<file path="config.mk">
export PLATFORM = sky130hd
export DESIGN_NAME = aspc_uart
export DESIGN_NICKNAME = d
export VERILOG_FILES = /design/src/rtl/aspc_pkg.sv /design/src/rtl/aspc_uart.sv
export SDC_FILE = /design/constraint.sdc
export NUM_CORES = 1
export LEC_CHECK = 0
export CORE_AREA = 2 2 93 95
export CTS_CLUSTER_DIAMETER = 200
export DETAILED_ROUTE_END_ITERATION = 10
export DIE_AREA = 0 0 95 97
export DONT_BUFFER_PORTS = 1
export MAX_ROUTING_LAYER = met4
export PLACE_DENSITY = 0.78
export SYNTH_ARGS = -nofsm -noshare
export SYNTH_HDL_FRONTEND = slang
export SYNTH_SLANG_ARGS = --single-unit
</file>
<file path="constraint.sdc">
create_clock -name clk -period 6.9 [get_ports clk]
set_clock_uncertainty 0.1 [all_clocks]
set_input_delay 1.38 -clock clk [delete_from_list [all_inputs] [get_ports clk]]
set_output_delay 1.38 -clock clk [all_outputs]
set_load 0.01 [all_outputs]
</file>
<file path="src/rtl/aspc_pkg.sv">
/*
  Constants for the asynchronous serial port: register addresses, field
  positions, reset values, modes, baud sources and bit-timing counts.
  Assumes the special function register bus of an 8-bit processor core.
*/
package aspc_pkg;

  localparam logic [7:0] ADDR_STATUS  = 8'h91;
  localparam logic [7:0] ADDR_CONTROL = 8'h98;
  localparam logic [7:0] ADDR_BUFFER  = 8'h99;
  localparam logic [7:0] ADDR_SADDR   = 8'ha9;
  localparam logic [7:0] ADDR_SMASK   = 8'hb9;

  localparam logic [7:0] RST_STATUS  = 8'h00;
  localparam logic [7:0] RST_CONTROL = 8'h00;
  localparam logic [7:0] RST_BUFFER  = 8'h00;
  localparam logic [7:0] RST_SADDR   = 8'h00;
  localparam logic [7:0] RST_SMASK   = 8'h00;

  // Control register fields
  localparam int CTL_MODE_HI = 7;
  localparam int CTL_MODE_LO = 6;
  localparam int CTL_MP_EN   = 5;
  localparam int CTL_RX_EN   = 4;
  localparam int CTL_TB8     = 3;
  localparam int CTL_RB8     = 2;
  localparam int CTL_TI      = 1;
  localparam int CTL_RI      = 0;

  // Status and clock select fields
  localparam int STA_FE      = 7;
  localparam int STA_RXOV    = 6;
  localparam int STA_TXCOL   = 5;
  localparam int STA_DOUBLER = 4;
  localparam int STA_TXSRC   = 2;
  localparam int STA_RXSRC   = 0;

  typedef enum logic [1:0] {
    ASPC_MODE_SYNC  = 2'b00,
    ASPC_MODE_8VAR  = 2'b01,
    ASPC_MODE_9FIX  = 2'b10,
    ASPC_MODE_9VAR  = 2'b11
  } aspc_mode_t;

  typedef enum logic [1:0] {
    ASPC_SRC_T1 = 2'b00,
    ASPC_SRC_T2 = 2'b01,
    ASPC_SRC_T3 = 2'b10,
    ASPC_SRC_T4 = 2'b11
  } aspc_src_t;

  // Sixteen oversampling ticks per bit
  localparam logic [3:0] TICK_LAST = 4'hf;
  localparam logic [3:0] TICK_MID  = 4'h7;
  localparam logic [2:0] BIT_LAST  = 3'h7;
  // Fixed mode: sysclk/64 is a tick every 4 clocks, sysclk/32 every 2
  localparam logic [1:0] FIX_DIV_SLOW = 2'h3;
  localparam logic [1:0] FIX_DIV_FAST = 2'h1;

  // Reference point of the timer one source
  localparam int REF_SYSCLK_HZ = 22118400;
  localparam logic [7:0] REF_T1_RELOAD = 8'hf4;
  localparam int REF_BAUD = 115200;

endpackage : aspc_pkg

</file>
<file path="src/rtl/aspc_uart.sv">
/*
  Control, status, data buffer and slave-address logic of the asynchronous
  serial port, with its transmitter and receiver.
  Assumes a single-clock register bus with one-cycle strobes, and timer
  overflow pulses from timers on the same clock.
*/
`timescale 1ns/1ps
`default_nettype none
module aspc_uart (
  input  wire logic       clk,
  input  wire logic       rst,
  input  wire logic [7:0] sfr_addr,
  input  wire logic       sfr_wr,
  input  wire logic       sfr_rd,
  input  wire logic [7:0] sfr_wdata,
  output logic      [7:0] sfr_rdata,
  input  wire logic       timer1_ovf,
  input  wire logic       timer2_ovf,
  input  wire logic       timer3_ovf,
  input  wire logic       timer4_ovf,
  input  wire logic       rx_pin,
  output logic            tx_pin,
  output logic            serial_irq
);

  typedef enum logic [4:0] {
    ASPC_IDLE  = 5'b00001,
    ASPC_START = 5'b00010,
    ASPC_DATA  = 5'b00100,
    ASPC_NINTH = 5'b01000,
    ASPC_STOP  = 5'b10000
  } aspc_state_t;

  logic [7:0]  ctl_q;
  logic [7:0]  sta_q;
  logic [7:0]  saddr_q;
  logic [7:0]  smask_q;
  logic [7:0]  rxbuf_q;
  logic [7:0]  txbuf_q;
  logic [7:0]  rdata_q;
  logic        unread_q;
  logic        rx_meta_q;
  logic        rx_sync_q;
  logic        t1_half_q;
  logic [1:0]  fix_cnt_q;
  logic        tx_q;
  aspc_state_t tx_state_q;
  logic [3:0]  tx_tick_q;
  logic [2:0]  tx_bit_q;
  aspc_state_t rx_state_q;
  logic [3:0]  rx_tick_q;
  logic [2:0]  rx_bit_q;
  logic [7:0]  rx_shift_q;
  logic        rx_ninth_q;
  logic        rx_armed_q;

  aspc_pkg::aspc_mode_t mode;
  logic       nine_bit;
  logic       wr_ctl;
  logic       wr_sta;
  logic       wr_buf;
  logic       rd_buf;
  logic       t1_tick;
  logic       fix_tick;
  logic       tx_tick;
  logic       rx_tick;
  logic       tx_busy;
  logic       tx_load;
  logic       tx_enter_stop;
  logic       rx_done;
  logic       stop_bit;
  logic       masked_hit;
  logic       bcast_hit;
  logic       accept;
  logic [7:0] bcast_addr;

  assign mode     = aspc_pkg::aspc_mode_t'(ctl_q[aspc_pkg::CTL_MODE_HI:
                                                 aspc_pkg::CTL_MODE_LO]);
  assign nine_bit = ctl_q[aspc_pkg::CTL_MODE_HI];
  assign wr_ctl   = sfr_wr && (sfr_addr == aspc_pkg::ADDR_CONTROL);
  assign wr_sta   = sfr_wr && (sfr_addr == aspc_pkg::ADDR_STATUS);
  assign wr_buf   = sfr_wr && (sfr_addr == aspc_pkg::ADDR_BUFFER);
  assign rd_buf   = sfr_rd && (sfr_addr == aspc_pkg::ADDR_BUFFER);
  assign tx_busy  = (tx_state_q != ASPC_IDLE);
  assign tx_load  = wr_buf && !tx_busy
                    && (mode != aspc_pkg::ASPC_MODE_SYNC);

  // Pin synchroniser
  always_ff @(posedge clk or posedge rst) begin
    if (rst) begin
      rx_meta_q <= 1'b1;
      rx_sync_q <= 1'b1;
    end else begin
      rx_meta_q <= rx_pin;
      rx_sync_q <= rx_meta_q;
    end
  end

  // Timer one overflow halved unless the doubler bypasses it
  always_ff @(posedge clk or posedge rst) begin
    if (rst) begin
      t1_half_q <= 1'b0;
    end else if (timer1_ovf) begin
      t1_half_q <= ~t1_half_q;
    end
  end
  assign t1_tick = timer1_ovf
                   && (sta_q[aspc_pkg::STA_DOUBLER] || t1_half_q);

  // Fixed-rate divider for the fixed 9-bit mode
  always_ff @(posedge clk or posedge rst) begin
    if (rst) begin
      fix_cnt_q <= 2'h0;
    end else if (fix_tick) begin
      fix_cnt_q <= 2'h0;
    end else begin
      fix_cnt_q <= fix_cnt_q + 2'h1;
    end
  end
  assign fix_tick = (fix_cnt_q == (sta_q[aspc_pkg::STA_DOUBLER] ?
                     aspc_pkg::FIX_DIV_FAST : aspc_pkg::FIX_DIV_SLOW));

  // Oversampling tick source per direction
  always_comb begin
    tx_tick = 1'b0;
    rx_tick = 1'b0;
    if (mode == aspc_pkg::ASPC_MODE_9FIX) begin
      tx_tick = fix_tick;
      rx_tick = fix_tick;
    end else begin
      case (aspc_pkg::aspc_src_t'(sta_q[aspc_pkg::STA_TXSRC +: 2]))
        aspc_pkg::ASPC_SRC_T1: tx_tick = t1_tick;
        aspc_pkg::ASPC_SRC_T2: tx_tick = timer2_ovf;
        aspc_pkg::ASPC_SRC_T3: tx_tick = timer3_ovf;
        aspc_pkg::ASPC_SRC_T4: tx_tick = timer4_ovf;
        default:               tx_tick = 1'b0;
      endcase
      case (aspc_pkg::aspc_src_t'(sta_q[aspc_pkg::STA_RXSRC +: 2]))
        aspc_pkg::ASPC_SRC_T1: rx_tick = t1_tick;
        aspc_pkg::ASPC_SRC_T2: rx_tick = timer2_ovf;
        aspc_pkg::ASPC_SRC_T3: rx_tick = timer3_ovf;
        aspc_pkg::ASPC_SRC_T4: rx_tick = timer4_ovf;
        default:               rx_tick = 1'b0;
      endcase
    end
  end

  // Transmitter
  always_ff @(posedge clk or posedge rst) begin
    if (rst) begin
      tx_state_q <= ASPC_IDLE;
      tx_tick_q  <= 4'h0;
      tx_bit_q   <= 3'h0;
      txbuf_q    <= aspc_pkg::RST_BUFFER;
      tx_q       <= 1'b1;
    end else begin
      case (tx_state_q)
        ASPC_IDLE: begin
          tx_q <= 1'b1;
          if (tx_load) begin
            txbuf_q    <= sfr_wdata;
            tx_tick_q  <= 4'h0;
            tx_bit_q   <= 3'h0;
            tx_q       <= 1'b0;
            tx_state_q <= ASPC_START;
          end
        end
        ASPC_START: begin
          if (tx_tick) begin
            tx_tick_q <= tx_tick_q + 4'h1;
            if (tx_tick_q == aspc_pkg::TICK_LAST) begin
              tx_q       <= txbuf_q[0];
              tx_state_q <= ASPC_DATA;
            end
          end
        end
        ASPC_DATA: begin
          if (tx_tick) begin
            tx_tick_q <= tx_tick_q + 4'h1;
            if (tx_tick_q == aspc_pkg::TICK_LAST) begin
              tx_bit_q <= tx_bit_q + 3'h1;
              txbuf_q  <= {1'b0, txbuf_q[7:1]};
              if (tx_bit_q != aspc_pkg::BIT_LAST) begin
                tx_q <= txbuf_q[1];
              end else if (nine_bit) begin
                tx_q       <= ctl_q[aspc_pkg::CTL_TB8];
                tx_state_q <= ASPC_NINTH;
              end else begin
                tx_q       <= 1'b1;
                tx_state_q <= ASPC_STOP;
              end
            end
          end
        end
        ASPC_NINTH: begin
          if (tx_tick) begin
            tx_tick_q <= tx_tick_q + 4'h1;
            if (tx_tick_q == aspc_pkg::TICK_LAST) begin
              tx_q       <= 1'b1;
              tx_state_q <= ASPC_STOP;
            end
          end
        end
        ASPC_STOP: begin
          if (tx_tick) begin
            tx_tick_q <= tx_tick_q + 4'h1;
            if (tx_tick_q == aspc_pkg::TICK_LAST) begin
              tx_state_q <= ASPC_IDLE;
            end
          end
        end
        default: begin
          tx_state_q <= ASPC_IDLE;
          tx_q       <= 1'b1;
        end
      endcase
    end
  end
  assign tx_enter_stop = tx_tick && (tx_tick_q == aspc_pkg::TICK_LAST)
                         && ((tx_state_q == ASPC_NINTH)
                         || ((tx_state_q == ASPC_DATA) && !nine_bit
                         && (tx_bit_q == aspc_pkg::BIT_LAST)));

  // Receiver, sampling mid-bit
  always_ff @(posedge clk or posedge rst) begin
    if (rst) begin
      rx_state_q <= ASPC_IDLE;
      rx_tick_q  <= 4'h0;
      rx_bit_q   <= 3'h0;
      rx_shift_q <= 8'h00;
      rx_ninth_q <= 1'b0;
      rx_armed_q <= 1'b1;
    end else begin
      if (rx_tick) begin
        rx_tick_q <= rx_tick_q + 4'h1;
      end
      // Start taken only after the line has been high again
      if (rx_sync_q) begin
        rx_armed_q <= 1'b1;
      end else if (rx_state_q != ASPC_IDLE) begin
        rx_armed_q <= 1'b0;
      end
      case (rx_state_q)
        ASPC_IDLE: begin
          rx_tick_q <= 4'h0;
          rx_bit_q  <= 3'h0;
          if (rx_tick && !rx_sync_q && rx_armed_q
              && ctl_q[aspc_pkg::CTL_RX_EN]
              && (mode != aspc_pkg::ASPC_MODE_SYNC)) begin
            rx_tick_q  <= 4'h1;
            rx_state_q <= ASPC_START;
          end
        end
        ASPC_START: begin
          if (rx_tick && (rx_tick_q == aspc_pkg::TICK_MID) && rx_sync_q) begin
            rx_state_q <= ASPC_IDLE;
          end else if (rx_tick && (rx_tick_q == aspc_pkg::TICK_LAST)) begin
            rx_state_q <= ASPC_DATA;
          end
        end
        ASPC_DATA: begin
          if (rx_tick && (rx_tick_q == aspc_pkg::TICK_MID)) begin
            rx_shift_q <= {rx_sync_q, rx_shift_q[7:1]};
          end
          if (rx_tick && (rx_tick_q == aspc_pkg::TICK_LAST)) begin
            rx_bit_q <= rx_bit_q + 3'h1;
            if (rx_bit_q == aspc_pkg::BIT_LAST) begin
              rx_state_q <= nine_bit ? ASPC_NINTH : ASPC_STOP;
            end
          end
        end
        ASPC_NINTH: begin
          if (rx_tick && (rx_tick_q == aspc_pkg::TICK_MID)) begin
            rx_ninth_q <= rx_sync_q;
          end
          if (rx_tick && (rx_tick_q == aspc_pkg::TICK_LAST)) begin
            rx_state_q <= ASPC_STOP;
          end
        end
        ASPC_STOP: begin
          if (rx_done) begin
            rx_state_q <= ASPC_IDLE;
          end
        end
        default: rx_state_q <= ASPC_IDLE;
      endcase
    end
  end
  assign rx_done  = (rx_state_q == ASPC_STOP) && rx_tick
                    && (rx_tick_q == aspc_pkg::TICK_MID);
  assign stop_bit = rx_sync_q;

  // Address recognition
  assign masked_hit = ((rx_shift_q ^ saddr_q) & smask_q) == 8'h00;
  assign bcast_addr = saddr_q | smask_q;
  assign bcast_hit  = (rx_shift_q & bcast_addr) == bcast_addr;

  always_comb begin
    accept = 1'b1;
    if (ctl_q[aspc_pkg::CTL_MP_EN]) begin
      if (nine_bit) begin
        accept = rx_ninth_q && (masked_hit || bcast_hit);
      end else begin
        accept = stop_bit;
      end
    end
  end

  // Receive buffer and unread tracking
  always_ff @(posedge clk or posedge rst) begin
    if (rst) begin
      rxbuf_q  <= aspc_pkg::RST_BUFFER;
      unread_q <= 1'b0;
    end else begin
      if (rx_done && accept) begin
        rxbuf_q  <= rx_shift_q;
        unread_q <= 1'b1;
      end else if (rd_buf) begin
        unread_q <= 1'b0;
      end
    end
  end

  // Control register; hardware sets win over software clears
  always_ff @(posedge clk or posedge rst) begin
    if (rst) begin
      ctl_q <= aspc_pkg::RST_CONTROL;
    end else begin
      if (wr_ctl) begin
        ctl_q <= sfr_wdata;
      end
      if (tx_enter_stop) begin
        ctl_q[aspc_pkg::CTL_TI] <= 1'b1;
      end
      if (rx_done && accept) begin
        ctl_q[aspc_pkg::CTL_RI]  <= 1'b1;
        ctl_q[aspc_pkg::CTL_RB8] <= nine_bit ? rx_ninth_q : stop_bit;
      end
    end
  end

  // Status and clock select register
  always_ff @(posedge clk or posedge rst) begin
    if (rst) begin
      sta_q <= aspc_pkg::RST_STATUS;
    end else begin
      if (wr_sta) begin
        sta_q <= sfr_wdata;
      end
      if (rx_done && !stop_bit) begin
        sta_q[aspc_pkg::STA_FE] <= 1'b1;
      end
      if (rx_done && accept && unread_q) begin
        sta_q[aspc_pkg::STA_RXOV] <= 1'b1;
      end
      if (wr_buf && tx_busy) begin
        sta_q[aspc_pkg::STA_TXCOL] <= 1'b1;
      end
    end
  end

  // Address and mask registers
  always_ff @(posedge clk or posedge rst) begin
    if (rst) begin
      saddr_q <= aspc_pkg::RST_SADDR;
      smask_q <= aspc_pkg::RST_SMASK;
    end else begin
      if (sfr_wr && (sfr_addr == aspc_pkg::ADDR_SADDR)) begin
        saddr_q <= sfr_wdata;
      end
      if (sfr_wr && (sfr_addr == aspc_pkg::ADDR_SMASK)) begin
        smask_q <= sfr_wdata;
      end
    end
  end

  // Registered read data
  always_ff @(posedge clk or posedge rst) begin
    if (rst) begin
      rdata_q <= 8'h00;
    end else if (sfr_rd) begin
      case (sfr_addr)
        aspc_pkg::ADDR_CONTROL: rdata_q <= ctl_q;
        aspc_pkg::ADDR_STATUS:  rdata_q <= sta_q;
        aspc_pkg::ADDR_BUFFER:  rdata_q <= rxbuf_q;
        aspc_pkg::ADDR_SADDR:   rdata_q <= saddr_q;
        aspc_pkg::ADDR_SMASK:   rdata_q <= smask_q;
        default:                rdata_q <= 8'h00;
      endcase
    end
  end

  assign sfr_rdata  = rdata_q;
  assign tx_pin     = tx_q;
  assign serial_irq = ctl_q[aspc_pkg::CTL_TI]
                      || ctl_q[aspc_pkg::CTL_RI];

endmodule : aspc_uart
`default_nettype wire

</file>
After elaboration in Yosys (flattened, before gate mapping)
Cells that the tools add are included.

Eq/ne operators: 49. Reduce and logical (&&, ||, !) cells: 58. Bitwise gates (word level): 6. Muxes and demuxes: 68. $add $sub $neg: 5.

Operators with widths (count): two-way mux 5 bit (18); case mux 5 bit (5 select lines) (2); == test 8 bit (second input constant) (5); case mux 8 bit (5 select lines) (1); two-way mux 8 bit (4); != test 2 bit (second input constant) (15); logical AND 1 bit (27); two-way mux 1 bit (25); nonzero test 2 bit (12); bitwise AND 8 bit (2); two-way mux 4 bit (4); case mux 8 bit (2 select lines) (1); two-way mux 3 bit (5); case mux 3 bit (2 select lines) (2); == test 2 bit (second input constant) (5); == test 5 x 1 -> 1 bit (second input constant) (2); == test 5 x 2 -> 1 bit (second input constant) (2); == test 5 x 3 -> 1 bit (second input constant) (2); == test 5 x 4 -> 1 bit (second input constant) (2); == test 5 bit (second input constant) (2); != test 5 x 1 -> 1 bit (second input constant) (2); AND reduction 10 bit (1); adder 4 x 1 -> 4 bit (second input constant) (2); == test 4 bit (second input constant) (2); 26 further kinds (41).

Output and inout port bits: 10. Bits in registers: 97. Bits of input ports: 25. Word-level logic and storage cells: 213.

Longest topological paths before layout
Depth in word-level cells: 10. Gate-level depth with buffers: 8. Depth with buffers taken out: 7.

Least setup slack after synthesis
No wires, ideal clock.

Kind: input -> register. Start: input port timer4_ovf. End: register tx_state_q[2]. Library setup time: 0.125 ns. Path buffers: 0. Arrival time: 2.840 ns. Slack: 3.835 ns. Cell stages on the path: 6. Cell sequence: mux2_1 and3_1 a311o_2 a21oi_1 a2111o_2 mux2_4.

Word-level cells in the longest chain between the ends: 4. Elaborated cells on any way between the ends: 7.

Ends and longest elaborated chain: from (decl) (line aspc_uart.sv:20) `input wire logic timer4_ovf,`; case mux 1 bit (4 select lines) * (line aspc_uart.sv:131) `case (aspc_pkg::aspc_src_t'(sta_q[aspc_pkg::STA_TXSRC +: 2]))`; two-way mux 1 bit * (line aspc_uart.sv:127) `if (mode == aspc_pkg::ASPC_MODE_9FIX) begin`; != test 2 bit (no line); AND reduction 10 bit (no line) *; to (signal assigned) (line aspc_uart.sv:151) `tx_state_q <= ASPC_IDLE;`; to (signal assigned) (line aspc_uart.sv:165) `tx_state_q <= ASPC_START;`; to (signal assigned) (line aspc_uart.sv:173) `tx_state_q <= ASPC_DATA;`; to (decl) (line aspc_uart.sv:47) `aspc_state_t tx_state_q;`.

Mark *: on every way between the ends. The rest lies on a longest branch, timed or not. A chain may end at the register's enable or synchronous reset.

Final worst setup path
Start: input port sfr_addr[1]. End: register tx_state_q[2].

Word-level cells in the longest chain between the ends: 6.

Ends and longest elaborated chain: from (decl) (line aspc_uart.sv:12) `input wire logic [7:0] sfr_addr,`; == test 8 bit (line aspc_uart.sv:82) `assign wr_buf = sfr_wr && (sfr_addr == aspc_pkg::ADDR_BUFFER);`; logical AND 1 bit (line aspc_uart.sv:82); logical AND 1 bit (line aspc_uart.sv:85) `assign tx_load = wr_buf && !tx_busy`; logical AND 1 bit (line aspc_uart.sv:86) `&& (mode != aspc_pkg::ASPC_MODE_SYNC);`; != test 2 bit (no line); AND reduction 10 bit (no line).

Every way passes these cells.

==> flow_summary_export.csv <==
group,metric,value,unit
worst_setup_path,critPathKind,"in2reg",
power_and_ir_drop,power_per_cell_area,208,mW/mm2
place,place_hpwl,7540,um
worst_setup_path,regToRegStartpoint,"ctl_q[7]$_DFFE_PP0P_",
sta,max_freq,0.318,GHz
sta,hold_viol_final,0,
place,dp.cells,532,
sta,finalCritPeriodShare,45.6,%
worst_setup_path,worstPathBufferInverterCount,1,
sta,remaining_max_slew_budget_at_the_tightest_pin,50.5,%
worst_setup_path,worst_r2r_endpoint,"rxbuf_q[4]$_DFFE_PP0P_",
finish,nNetsFinal,469,
clock_tree,cts_setup_buffers,0,
yosys,synth-seq-area-share,50.2,%
clock_tree,cts.path.max_buffers,2,
global_route,grt_pass1_vias,3456,
clock_tree,hold_buffers,0,
clock_tree,worst_skew_pair_later_pin_latency,0.37,ns
global_route,pin_count_of_the_biggest_net_entering_global_routing,60,
yosys,synthArstFlopShare,100,%
worst_setup_path,worst-path-max-fanout,12,
worst_setup_path,crit_family,"simple AND/OR/NAND/NOR gates",
worst_setup_path,worst_setup_path_start_kind,"primary input",
sta,final.min_clock_period,3.15,ns
clock_tree,cts.sinks,97,
finish,drive_above_1_share,18.3,%
sta,total_negative_setup_slack,0,ns
clock_tree,post_cts_resized,0,
run_status,outcome,"completed",
worst_setup_path,slowest_stage,"and3_1",
sta,rsz0062_at_grt,"no",
sta,tightestPinTransition,0.742,ns
die,die_area,0.00922,mm2
yosys,synth_warn,0,
clock_tree,h-tree-depth,3,
finish,final_cells,548,
worst_setup_path,timing.critical_path.to_type,"flop",
sta,count_of_final_setup_violators,0,
routing,postRouteAntennaNets,0,
place,count_of_input_and_output_buffers,0,
routing,via_count,3460,
global_route,grt_pass1_wl,17500,um
sta,final-max-slew-violation-count,0,
worst_setup_path,critical_path.startpoint,"sfr_addr[1]",
worst_setup_path,reg2regPathDepth,6,
global_route,globalRouteOverflowTotal,0,
clock_tree,clock_buffers_created_by_tritoncts,9,
clock_tree,clock_transition_at_the_registers_of_the_reported_paths,0.10,ns
yosys,postSynthAreaPerCell,11.0,um2
routing,first_iter_violations,264,
die,die_height,97,um
die,initial_core_util,59.7,%
finish,synthToLayoutAreaGrowth,5.31,%
power_and_ir_drop,ir_drop,0.000122,V
worst_hold_path,min_path_type,"reg2reg",
routing,detail_route.drc_violations,0,
routing,postRouteWirelength,10600,um
clock_tree,clk_root_buffer_cell,"clkbuf_8",
worst_setup_path,setup.reg_to_reg.worst_slack,4.17,ns
worst_setup_path,critPathRequiredTime,7.07,ns
sta,fin_worst_hold_slack,0.259,ns
flow_run,maxCapViolations,0,
global_route,grt_usage,25.4,%
worst_setup_path,cpPeakStageDelay,0.53,ns
yosys,synthesis.instances,441,
worst_hold_path,worstHoldPathCells,0,
clock_tree,tritoncts,"built",
die,dieWidth,95,um
yosys,ys_dominant_reg_cell,"dfrtp_1",
die,num_rows,33,
yosys,synth.distinct_cells,62,
routing,drt_pre_antenna_iters,5,
yosys,syn_nets,472,
power_and_ir_drop,power_leakage,2.40,nW
yosys,postSynthRegisterBits,97,
worst_setup_path,worst-endpoint-arrival,3.31,ns
worst_setup_path,cp_cell_sequence,"nor4b_4, and3_1, a21o_1, inv_1, a2111o_2, mux2_4",
place,gp_congestion,0.980,
global_route,antenna_found_initial,0,
worst_setup_path,cp-endpoint,"tx_state_q[2]$_DFFE_PP0P_",
yosys,synth_enable_flop_cells,0,
yosys,synth.cell_area,0.00485,mm2
worst_setup_path,worst-path-stages,6,
die,core_area,0.00813,mm2
routing,routed_via_density,6.31,
die,pin_count,35,
finish,antenna_cells,0,
routing,wire_per_inst,19.3,um
worst reg2reg max path, cell delays in order (launching register included):
cell and delay, ns:
dfrtp_1 0.67, nand2b_1 0.23, nor3_2 0.25, a31o_2 0.33, nand4_1 0.19, a211o_1 0.47, mux2_1 0.39
state kept, by name (all words and copies together), names as in the netlist, 2 cells and up:
register	count
sta_q	8
rx_bit_q	3
rx_state_q	5
rx_shift_q	8
ctl_q	8
saddr_q	8
rx_tick_q	4
sfr_rdata	8
smask_q	8
tx_state_q	5
tx_tick_q	4
tx_bit_q	3
fix_cnt_q	2
txbuf_q	8
rxbuf_q	8
layout by cell type, fill, tap and decap left out, types with 7 or more instances in the layout:
cell type  instances
a31oi_1            9
a21oi_1           14
nand2_1           36
dfrtp_1           91
nand3_1           11
xor2_1            14
mux2i_1           18
o22ai_1            7
mux2_2            39
inv_1             15
nor2_1            33
o21ai_0           14
a22oi_1           12
a22o_1             7
mux2_1             7
clkbuf_8           9
o21ai_1           10
synthesized netlist by cell type, drive strengths merged (2+ instances only):
| master | count | area, um2 |
|---|---|---|
| or2 | 3 | 18.8 |
| a31oi | 10 | 77.6 |
| buf | 8 | 45.0 |
| nor2b | 2 | 12.5 |
| xor2 | 14 | 123 |
| and3b | 3 | 26.3 |
| mux2i | 18 | 180 |
| nor2 | 35 | 136 |
| nor4b | 3 | 47.5 |
| o211ai | 2 | 15.0 |
| dfstp | 6 | 158 |
| o31ai | 2 | 15.0 |
| and3 | 6 | 37.5 |
| inv | 16 | 60.1 |
| o2111ai | 2 | 17.5 |
| o22ai | 7 | 43.8 |
| mux2 | 47 | 533 |
| dfrtp | 91 | 2280 |
| a21oi | 14 | 70.1 |
| clkbuf | 8 | 30.0 |
| a222oi | 4 | 40.0 |
| o21bai | 3 | 22.5 |
| xnor2 | 3 | 26.3 |
| ha | 6 | 75.1 |
| nand3b | 2 | 15.0 |
| nand2 | 37 | 141 |
| nand4 | 5 | 31.3 |
| nor3 | 6 | 40.0 |
| nand3 | 11 | 55.1 |
| nand2b | 3 | 18.8 |
| a22o | 7 | 61.3 |
| nor4 | 3 | 33.8 |
| or3 | 2 | 12.5 |
| a21o | 3 | 22.5 |
| a22oi | 12 | 90.1 |
| o21ai | 24 | 120 |
cells by family after synthesis:
logic type / share of synthesized area (%)
AND/OR/NAND/NOR: 13.7
AO/OA/AOI/OAI: 14.1
flip-flops: 50.2
multiplexers: 14.7
buffers and inverters: 2.78
XOR/XNOR: 3.07
adder cells (fa/ha/maj): 1.55
per-layer routing:
| metal | up-vias | GRT usage (%) | part of all wire (%) |
|---|---|---|---|
| met5 | - | - | 0 |
| met4 | 0 | 7.47 | 1.6 |
| met3 | 14 | 5.92 | 7.0 |
| met2 | 116 | 38.8 | 48 |
| met1 | 1722 | 33.9 | 44 |
| li1 | 1608 | - | - |
worst min path at each step:
stage	start	to
after floorplan	rx_meta_q$_DFF_PP1_	rx_sync_q$_DFF_PP1_
after global placement	rx_meta_q$_DFF_PP1_	rx_sync_q$_DFF_PP1_
after detailed placement	rx_meta_q$_DFF_PP1_	rx_sync_q$_DFF_PP1_
after CTS	rx_meta_q$_DFF_PP1_	rx_sync_q$_DFF_PP1_
after global routing	rx_meta_q$_DFF_PP1_	rx_sync_q$_DFF_PP1_
final	rx_meta_q$_DFF_PP1_	rx_sync_q$_DFF_PP1_
power breakdown:
group	leakage (nW)	internal (W)	switching [W]
combinational	0.992	0.0000365	0.0000530
clock	0.0969	0.000139	0.000216
sequential	1.31	0.000593	0.0000266
total	2.40	0.000768	0.000295
cell type report:
cell class | count | area, um2
multi-input combinational | 312 | 2280
timing repair buffer | 2 | 15.0
inverter | 16 | 62.6
fill | 650 | 3020
clock buffer | 9 | 124
tap | 105 | 131
sequential | 97 | 2430
clock inverter | 7 | 60.1
per-stage QoR:
stage	utilization, %	power [W]	setup WS, ns	instance area [um2]
CTS	62.9	0.00107	3.81	5110
floorplan	-	0.000698	2.90	4850
finish	62.9	0.00106	3.75	5110
global route	62.9	0.00111	3.65	5110
detailed placement	60.6	0.000720	3.42	4930
global placement	60.6	0.000715	3.46	4930
Note: power is estimated with default switching activity, not from simulation.
